===== config.mk =====
export PLATFORM = sky130hd
export DESIGN_NAME = ufb_tx_baud
export DESIGN_NICKNAME = d
export VERILOG_FILES = /design/src/core/ufb_tx_baud.v
export VERILOG_INCLUDE_DIRS = /design/src /design/src/include
export SDC_FILE = /design/constraint.sdc
export NUM_CORES = 1
export LEC_CHECK = 0
export BUFFER_PORTS_ARGS = -buffer_cell sky130_fd_sc_hd__buf_2
export CORE_MARGIN = 3
export CORE_UTILIZATION = 51
export CTS_BUF_LIST = sky130_fd_sc_hd__clkbuf_16
export CTS_CLUSTER_SIZE = 12
export DETAILED_ROUTE_END_ITERATION = 7
export GPL_ROUTABILITY_DRIVEN = 0
export GPL_TIMING_DRIVEN = 0
export PLACE_DENSITY_LB_ADDON = 0.12
export SYNTH_ARGS = -nofsm -noshare
export SYNTH_HDL_FRONTEND = slang
export SYNTH_SLANG_ARGS = --single-unit

===== constraint.sdc =====
create_clock -name clk -period 11.3 [get_ports clk]
set_input_delay 1.13 -clock clk [delete_from_list [all_inputs] [get_ports clk]]
set_output_delay 1.13 -clock clk [all_outputs]
set_load 0.02 [all_outputs]

===== src/include/ufb_defines.vh =====
// Constants for the fractional baud generator and transmit path
`ifndef UFB_DEFINES_VH
`define UFB_DEFINES_VH

// ----------------------------------------
// Register select codes
// ----------------------------------------
`define UFB_SEL_DIV_LOW      3'h0
`define UFB_SEL_DIV_HIGH     3'h1
`define UFB_SEL_DIV_FRAC     3'h2
`define UFB_SEL_TX_HOLD      3'h3

// ----------------------------------------
// Reset values
// ----------------------------------------
`define UFB_RST_DIV_LOW      8'h01
`define UFB_RST_DIV_HIGH     8'h00
`define UFB_RST_DIV_FRAC     8'h00

// ----------------------------------------
// Fraction register fields
// ----------------------------------------
`define UFB_FRAC_MSB         3
`define UFB_FRAC_LSB         0
`define UFB_MODE_MSB         5
`define UFB_MODE_LSB         4
`define UFB_MODE_16X         2'h0
`define UFB_MODE_8X          2'h1
`define UFB_MODE_4X          2'h2

// ----------------------------------------
// Sampling periods per bit, minus one
// ----------------------------------------
`define UFB_BIT_LAST_16X     4'hf
`define UFB_BIT_LAST_8X      4'h7
`define UFB_BIT_LAST_4X      4'h3

// ----------------------------------------
// Prescaler, FIFO and word length
// ----------------------------------------
`define UFB_PRESC_LAST       2'h3
`define UFB_FIFO_DEPTH       64
`define UFB_FIFO_AW          6
`define UFB_FIFO_FULL        7'h40
`define UFB_HOLD_FULL        7'h01
`define UFB_LEN_5BIT         2'h0
`define UFB_LEN_6BIT         2'h1
`define UFB_LEN_7BIT         2'h2
`define UFB_LEN_8BIT         2'h3

`endif


===== src/core/ufb_tx_baud.v =====
// One channel: fractional baud rate generator and transmitter
`timescale 1ns/1ps
`default_nettype none
`include "ufb_defines.vh"

module ufb_tx_baud (
    input  wire       clk,
    input  wire       rst_b,
    input  wire       reg_wr,
    input  wire [2:0] reg_sel,
    input  wire [7:0] reg_wdata,
    input  wire       prescale_div4,
    input  wire       fifo_enable,
    input  wire [1:0] word_len,
    input  wire       parity_en,
    input  wire       parity_even,
    input  wire       stop_two,
    input  wire       tx_empty_int_en,
    output reg  [7:0] divisor_low_byte,
    output reg  [7:0] divisor_high_byte,
    output reg  [7:0] divisor_fraction_and_sampling,
    output reg        sample_tick,
    output reg        tx_serial,
    output reg        holding_empty,
    output reg        shifter_empty,
    output reg        tx_empty_irq,
    output wire       tx_fifo_full
);

    // ----------------------------------------
    // Transmit states
    // ----------------------------------------
    localparam [4:0] ST_IDLE   = 5'h01;
    localparam [4:0] ST_START  = 5'h02;
    localparam [4:0] ST_DATA   = 5'h04;
    localparam [4:0] ST_PARITY = 5'h08;
    localparam [4:0] ST_STOP   = 5'h10;

    reg  [1:0]  presc_r;
    reg  [16:0] baud_cnt_r;
    reg  [3:0]  frac_acc_r;
    reg  [7:0]  fifo_mem [0:`UFB_FIFO_DEPTH-1];
    reg  [`UFB_FIFO_AW-1:0] wr_ptr_r;
    reg  [`UFB_FIFO_AW-1:0] rd_ptr_r;
    reg  [6:0]  fifo_cnt_r;
    reg  [4:0]  state_r;
    reg  [4:0]  state_nxt;
    reg  [7:0]  shift_r;
    reg  [3:0]  tick_cnt_r;
    reg  [2:0]  bit_cnt_r;
    reg         parity_r;
    reg         stop_cnt_r;

    wire        presc_tick;
    wire [4:0]  frac_sum;
    wire [16:0] period_last;
    wire [1:0]  mode;
    reg  [3:0]  bit_last;
    reg  [2:0]  data_last;
    wire        bit_done;
    wire        wr_hold;
    wire        push;
    wire        pop;
    wire [6:0]  fifo_limit;

    // ----------------------------------------
    // Divisor registers
    // ----------------------------------------
    // Reset divisor is one; software must reprogram it for a real rate
    always @(posedge clk) begin
        if (!rst_b) begin
            divisor_low_byte              <= `UFB_RST_DIV_LOW;
            divisor_high_byte             <= `UFB_RST_DIV_HIGH;
            divisor_fraction_and_sampling <= `UFB_RST_DIV_FRAC;
        end else if (reg_wr) begin
            case (reg_sel)
                `UFB_SEL_DIV_LOW:  divisor_low_byte <= reg_wdata;
                `UFB_SEL_DIV_HIGH: divisor_high_byte <= reg_wdata;
                `UFB_SEL_DIV_FRAC: divisor_fraction_and_sampling <= reg_wdata;
                default: ;
            endcase
        end
    end

    // ----------------------------------------
    // Prescaler
    // ----------------------------------------
    // Divide by four gives a one-cycle enable every fourth clock
    assign presc_tick = prescale_div4 ? (presc_r == `UFB_PRESC_LAST) : 1'b1;

    always @(posedge clk) begin
        if (!rst_b)
            presc_r <= 2'h0;
        else
            presc_r <= presc_r + 2'h1;
    end

    // ----------------------------------------
    // Fractional baud rate generator
    // ----------------------------------------
    // Each sampling period adds the fraction to an accumulator; a carry stretches
    // that period by one prescaled clock, so sixteen periods gain exactly the
    // fraction in cycles, spread rather than bunched
    assign frac_sum = {1'b0, frac_acc_r} +
                      {1'b0, divisor_fraction_and_sampling[`UFB_FRAC_MSB:`UFB_FRAC_LSB]};
    // A zero integer part is taken as the 65536 end of the range; the subtraction
    // stays 16 bits wide so zero wraps to 65535 instead of a 17-bit underflow
    assign period_last = {1'b0, ({divisor_high_byte, divisor_low_byte} - 16'h1)}
                         + {16'h0, frac_sum[4]};

    always @(posedge clk) begin
        if (!rst_b) begin
            baud_cnt_r  <= 17'h0;
            frac_acc_r  <= 4'h0;
            sample_tick <= 1'b0;
        end else begin
            sample_tick <= 1'b0;
            if (presc_tick) begin
                if (baud_cnt_r >= period_last) begin
                    baud_cnt_r  <= 17'h0;
                    frac_acc_r  <= frac_sum[3:0];
                    sample_tick <= 1'b1;
                end else begin
                    baud_cnt_r <= baud_cnt_r + 17'h1;
                end
            end
        end
    end

    // ----------------------------------------
    // Bit length from the sampling mode, data length from the word length
    // ----------------------------------------
    // The reserved mode code falls back to 16X; odd fractions in 8X show
    // the allowed 1/16 bit-time jitter since carries land unevenly per bit
    assign mode = divisor_fraction_and_sampling[`UFB_MODE_MSB:`UFB_MODE_LSB];

    always @* begin
        case (mode)
            `UFB_MODE_8X: bit_last = `UFB_BIT_LAST_8X;
            `UFB_MODE_4X: bit_last = `UFB_BIT_LAST_4X;
            default:      bit_last = `UFB_BIT_LAST_16X;
        endcase
        case (word_len)
            `UFB_LEN_5BIT: data_last = 3'h4;
            `UFB_LEN_6BIT: data_last = 3'h5;
            `UFB_LEN_7BIT: data_last = 3'h6;
            default:       data_last = 3'h7;
        endcase
    end

    assign bit_done = sample_tick && (tick_cnt_r == bit_last);

    // ----------------------------------------
    // Transmit FIFO
    // ----------------------------------------
    // With the FIFO off the same storage acts as a single holding register
    assign fifo_limit   = fifo_enable ? `UFB_FIFO_FULL : `UFB_HOLD_FULL;
    assign tx_fifo_full = (fifo_cnt_r >= fifo_limit);
    assign wr_hold      = reg_wr && (reg_sel == `UFB_SEL_TX_HOLD);
    // Writes into a full FIFO are dropped; the host is expected to poll status
    assign push         = wr_hold && !tx_fifo_full;
    assign pop          = (state_r == ST_IDLE) && sample_tick && (fifo_cnt_r != 7'h0);

    always @(posedge clk) begin
        if (push)
            fifo_mem[wr_ptr_r] <= reg_wdata;
    end

    always @(posedge clk) begin
        if (!rst_b) begin
            wr_ptr_r   <= {`UFB_FIFO_AW{1'b0}};
            rd_ptr_r   <= {`UFB_FIFO_AW{1'b0}};
            fifo_cnt_r <= 7'h0;
        end else begin
            if (push)
                wr_ptr_r <= wr_ptr_r + {{(`UFB_FIFO_AW-1){1'b0}}, 1'b1};
            if (pop)
                rd_ptr_r <= rd_ptr_r + {{(`UFB_FIFO_AW-1){1'b0}}, 1'b1};
            case ({push, pop})
                2'b10:   fifo_cnt_r <= fifo_cnt_r + 7'h1;
                2'b01:   fifo_cnt_r <= fifo_cnt_r - 7'h1;
                default: fifo_cnt_r <= fifo_cnt_r;
            endcase
        end
    end

    // ----------------------------------------
    // Transmit state machine
    // ----------------------------------------
    always @* begin
        state_nxt = state_r;
        case (state_r)
            ST_IDLE:
                if (pop)
                    state_nxt = ST_START;
            ST_START:
                if (bit_done)
                    state_nxt = ST_DATA;
            ST_DATA:
                if (bit_done && (bit_cnt_r == data_last))
                    state_nxt = parity_en ? ST_PARITY : ST_STOP;
            ST_PARITY:
                if (bit_done)
                    state_nxt = ST_STOP;
            ST_STOP:
                if (bit_done && (stop_cnt_r || !stop_two))
                    state_nxt = ST_IDLE;
            default:
                state_nxt = ST_IDLE;
        endcase
    end

    // Shifter, bit counters and the serial line
    always @(posedge clk) begin
        if (!rst_b) begin
            state_r    <= ST_IDLE;
            shift_r    <= 8'h0;
            tick_cnt_r <= 4'h0;
            bit_cnt_r  <= 3'h0;
            parity_r   <= 1'b0;
            stop_cnt_r <= 1'b0;
            tx_serial  <= 1'b1;
        end else begin
            state_r <= state_nxt;
            if (state_r == ST_IDLE)
                tick_cnt_r <= 4'h0;
            else if (sample_tick)
                tick_cnt_r <= bit_done ? 4'h0 : tick_cnt_r + 4'h1;
            case (state_r)
                ST_IDLE: begin
                    tx_serial <= 1'b1;
                    if (pop) begin
                        shift_r    <= fifo_mem[rd_ptr_r];
                        parity_r   <= ~parity_even;
                        bit_cnt_r  <= 3'h0;
                        stop_cnt_r <= 1'b0;
                        tx_serial  <= 1'b0;
                    end
                end
                ST_START: begin
                    if (bit_done)
                        tx_serial <= shift_r[0];
                end
                ST_DATA: begin
                    if (bit_done) begin
                        parity_r  <= parity_r ^ shift_r[0];
                        bit_cnt_r <= bit_cnt_r + 3'h1;
                        shift_r   <= {1'b0, shift_r[7:1]};
                        if (bit_cnt_r == data_last)
                            tx_serial <= parity_en ? (parity_r ^ shift_r[0]) : 1'b1;
                        else
                            tx_serial <= shift_r[1];
                    end
                end
                ST_PARITY: begin
                    if (bit_done)
                        tx_serial <= 1'b1;
                end
                ST_STOP: begin
                    if (bit_done)
                        stop_cnt_r <= 1'b1;
                end
                default: tx_serial <= 1'b1;
            endcase
        end
    end

    // ----------------------------------------
    // Line status and transmit empty interrupt
    // ----------------------------------------
    // Holding-empty follows the store count, so in either mode it rises as the
    // last byte moves into the shifter; shifter-empty also waits for the stop bit
    always @(posedge clk) begin
        if (!rst_b) begin
            holding_empty <= 1'b1;
            shifter_empty <= 1'b1;
            tx_empty_irq  <= 1'b0;
        end else begin
            holding_empty <= (fifo_cnt_r == 7'h0);
            shifter_empty <= (fifo_cnt_r == 7'h0) && (state_r == ST_IDLE);
            tx_empty_irq  <= (fifo_cnt_r == 7'h0) && tx_empty_int_en;
        end
    end

endmodule // ufb_tx_baud
`default_nettype wire


==> flow_summary_export.csv <==
group,metric,value,unit
synth,synth-seq-cells,611,
min_path,hold_path_class,"flop to flop",
cts,cts_hold_buf,0,
cts,cts_setup_buffers,0,
global_route,antenna_found_initial,1,
cts,clockBufferDepth,3,
synth,synth-edff-count,512,
synth,synth_nets,1684,
synth,yosys_warnings,0,
cts,cts_root_buf,"clkbuf_16",
routing,vias_per_cell,6.02,
synth,ys.flop_type,"edfxtp_1",
cts,htreeDepth,3,
flow_run,cap_violations,0,
die,core.rowCount,81,
min_path,hold_end,"presc_r[0]",
routing,wl_per_cell,24.9,um
routing,drt_iter0_markers,1612,
sta,period_share,0.493,
setup_path,required,11.76,ns
global_route,grt_pass1_vias,14600,
placement,hpwl,39500,um
sta,timing.fmax,0.179,GHz
layout,layout-drive-gt1-share,0.166,
pwr,ir_worst_vdd,0.133,mV
cts,cts_tree,"built",
min_path,whs_path_depth,1,
setup_path,worst-path-max-fanout,10,
routing,firstDrtPassIters,6,
pwr,power.density,162,mW/mm2
setup_path,startpoint_type,"flop",
setup_path,regToRegStartpoint,"divisor_fraction_and_sampling[0]",
layout,area_delta_synth_final,12.1,%
setup_path,regToRegSetupSlack,5.73,ns
setup_path,end_kind,"flop",
sta,fin_setup_tns,0,ns
global_route,grt-ovfl-total,0,
global_route,grt_pass1_wl,91100,um
sta,setup_viol,0,
synth,synth.avg_cell_area,15.7,um2
outcome,status,"completed",
pwr,finalPower,0.00463,W
die,die-area,0.0527,mm2
sta,worst_slew_pin_slew,1.34,ns
die,initial_utilization,0.519,
die,top_level_ports,52,
layout,nFillCells,3816,
routing,drc,0,
global_route,grt_util_all_layers,0.233,
synth,synthCells,1621,
cts,cts.sinks,611,
placement,port_buffers,50,
sta,finClkSkew,0.0223,ns
setup_path,rr_endpoint,"baud_cnt_r[15]",
sta,finalCriticalPeriod,5.57,ns
setup_path,r2r_cells,21,
routing,ant_nets,0,
routing,vias,14800,
cts,path_clk_slew,0.05,ns
synth,yosysUniqueCellTypes,80,
cts,post_cts_resized,0,
cts,worstSkewPairLatency,0.61,ns
synth,yosysSeqAreaShare,0.680,
setup_path,critPathKind,"flop to flop",
die,die_w,230,um
sta,hold_viol,0,
die,die_h,230,um
die,core_area,0.0492,mm2
sta,relSlewSlack,0.109,
synth,synthArstFlopShare,0,
sta,whs,0.429,ns
pwr,p_leak,9.18,nW
synth,synthesis.area,0.0255,mm2
sta,rsz0062_at_grt,"no",
sta,slew_violations,0,
routing,routed_wl,61000,um
setup_path,cp.arrival,6.03,ns
min_path,min_from,"presc_r[0]",
global_route,grt_max_degree,68,
cts,cts_buffers,67,
layout,nNetsFinal,1805,
## cells in the mapped netlist (all sizes together) (10+ instances only)
| cell | instances | share of area |
|---|---|---|
| nand2b | 15 | 0.0037 |
| a21oi | 64 | 0.013 |
| and3 | 10 | 0.0025 |
| mux2i | 41 | 0.016 |
| nor2b | 15 | 0.0037 |
| ha | 39 | 0.019 |
| mux4 | 120 | 0.11 |
| inv | 23 | 0.0034 |
| nand2 | 96 | 0.014 |
| o21ai | 29 | 0.0057 |
| nand4 | 18 | 0.0044 |
| edfxtp | 512 | 0.60 |
| dfxtp | 99 | 0.078 |
| a22oi | 45 | 0.013 |
| nor3 | 19 | 0.0037 |
| xor2 | 34 | 0.012 |
| buf | 36 | 0.0070 |
| xnor2 | 27 | 0.0093 |
| nor2 | 151 | 0.022 |
| clkbuf | 58 | 0.0085 |
| nand3b | 10 | 0.0029 |
| nand3 | 32 | 0.0063 |
## layout by cell type, fill, tap and decap left out, drive strengths merged, types with 6 or more instances in the layout
cell type / Yosys / layout
edfxtp: 512 / 512
xnor2: 27 / 27
or4: 7 / 7
or3: 8 / 8
a21o: 7 / 7
and3: 10 / 10
dfxtp: 99 / 99
clkbuf: 58 / 128
a21oi: 64 / 64
a31oi: 6 / 6
nand4: 18 / 18
o21ai: 29 / 29
nor3: 19 / 19
buf: 36 / 88
nor2b: 15 / 15
mux2i: 41 / 41
xor2: 34 / 34
nor2: 151 / 151
and2: 7 / 7
nand3: 32 / 32
mux4: 120 / 120
a22oi: 45 / 45
clkinv: 0 / 16
nand2b: 15 / 15
o211ai: 8 / 8
mux2: 6 / 6
nand3b: 10 / 10
a2111oi: 6 / 6
nand2: 96 / 96
inv: 23 / 49
ha: 39 / 39
## worst max path at each step
stage | from | end | slack (ns) | depth (start not counted)
2_1_floorplan | divisor_fraction_and_sampling[0] | baud_cnt_r[10] | 6.56 | 21
3_3_place_gp | divisor_fraction_and_sampling[0] | baud_cnt_r[9] | 5.88 | 21
3_5_place_dp | divisor_fraction_and_sampling[0] | baud_cnt_r[15] | 5.77 | 21
4_1_cts | divisor_fraction_and_sampling[0] | baud_cnt_r[15] | 5.72 | 21
5_1_grt | divisor_fraction_and_sampling[0] | baud_cnt_r[15] | 5.35 | 21
6_report | divisor_fraction_and_sampling[0] | baud_cnt_r[15] | 5.73 | 21
## metrics by stage
step,instances,area [um2],util,worst slack [ns]
2_1_floorplan,1621,25500,-,6.56
3_3_place_gp,2335,26600,0.541,5.88
3_5_place_dp,2335,26600,0.541,5.77
4_1_cts,2447,28600,0.581,5.72
5_1_grt,2449,28600,0.582,5.35
6_report,2450,28600,0.582,5.73
## state kept, by name (all words and copies together), names as in the netlist, 2 cells and up, named ones only
register / flops
fifo_mem: 512
baud_cnt_r: 17
divisor_fraction_and_sampling: 8
divisor_high_byte: 8
divisor_low_byte: 8
shift_r: 8
fifo_cnt_r: 7
rd_ptr_r: 6
wr_ptr_r: 6
state_r: 5
frac_acc_r: 4
tick_cnt_r: 4
bit_cnt_r: 3
presc_r: 2
## power by group
group | internal (W) | leakage [nW] | switching [W] | total (W)
Combinational | 0.0000629 | 2.73 | 0.000128 | 0.000191
Sequential | 0.00245 | 5.40 | 0.00000831 | 0.00246
Clock | 0.00112 | 1.05 | 0.000861 | 0.00198
Total | 0.00363 | 9.18 | 0.000998 | 0.00463
## routing by layer
layer  vias up  wire, um  share of wire  global-route usage
met2       550     29400           0.48               0.381
met5         -         0              0                   0
met1      7496     25600           0.42               0.318
met4         0      1850          0.030              0.0729
met3       113      4150          0.068              0.0472
li1       6598         -              -                   -
## worst max-delay path: stages, from the launching register on
cell	delay [ns]
dfxtp_1	0.38
ha_1	0.19
inv_1	0.06
fa_1	0.40
nor2b_1	0.13
o21ai_0	0.09
nand2b_1	0.08
ha_1	0.16
ha_1	0.23
nand4_1	0.16
a222oi_1	0.84
o211ai_2	0.23
mux2i_1	0.24
xnor2_1	0.12
ha_1	0.34
nand4_1	0.11
o41ai_1	0.36
a221o_1	0.28
a21oi_1	0.13
o21ai_1	0.36
clkbuf_1	0.42
nor2_1	0.11
## kinds of logic after synthesis
family / after synthesis / share of synthesized area
flops: 611 / 0.680
buf+inv: 117 / 0.0189
mux: 167 / 0.125
compound gates: 217 / 0.0579
simple gates: 407 / 0.0765
fa+ha+maj: 41 / 0.0207
xor+xnor: 61 / 0.0209
## cell type report
type	count	area [um2]	share of cell area
multi-input cells	893	7670	0.268
well taps	664	831	0.0290
repair buffers	52	295	0.0103
plain buffers	94	395	0.0138
clock buffers	70	1750	0.0612
flip-flops and latches	611	17400	0.607
inverters	23	86.3	0.00302
diodes	1	2.50	0.0000875
clock inverters	42	219	0.00765
Note: power is estimated with default switching activity, not from simulation.
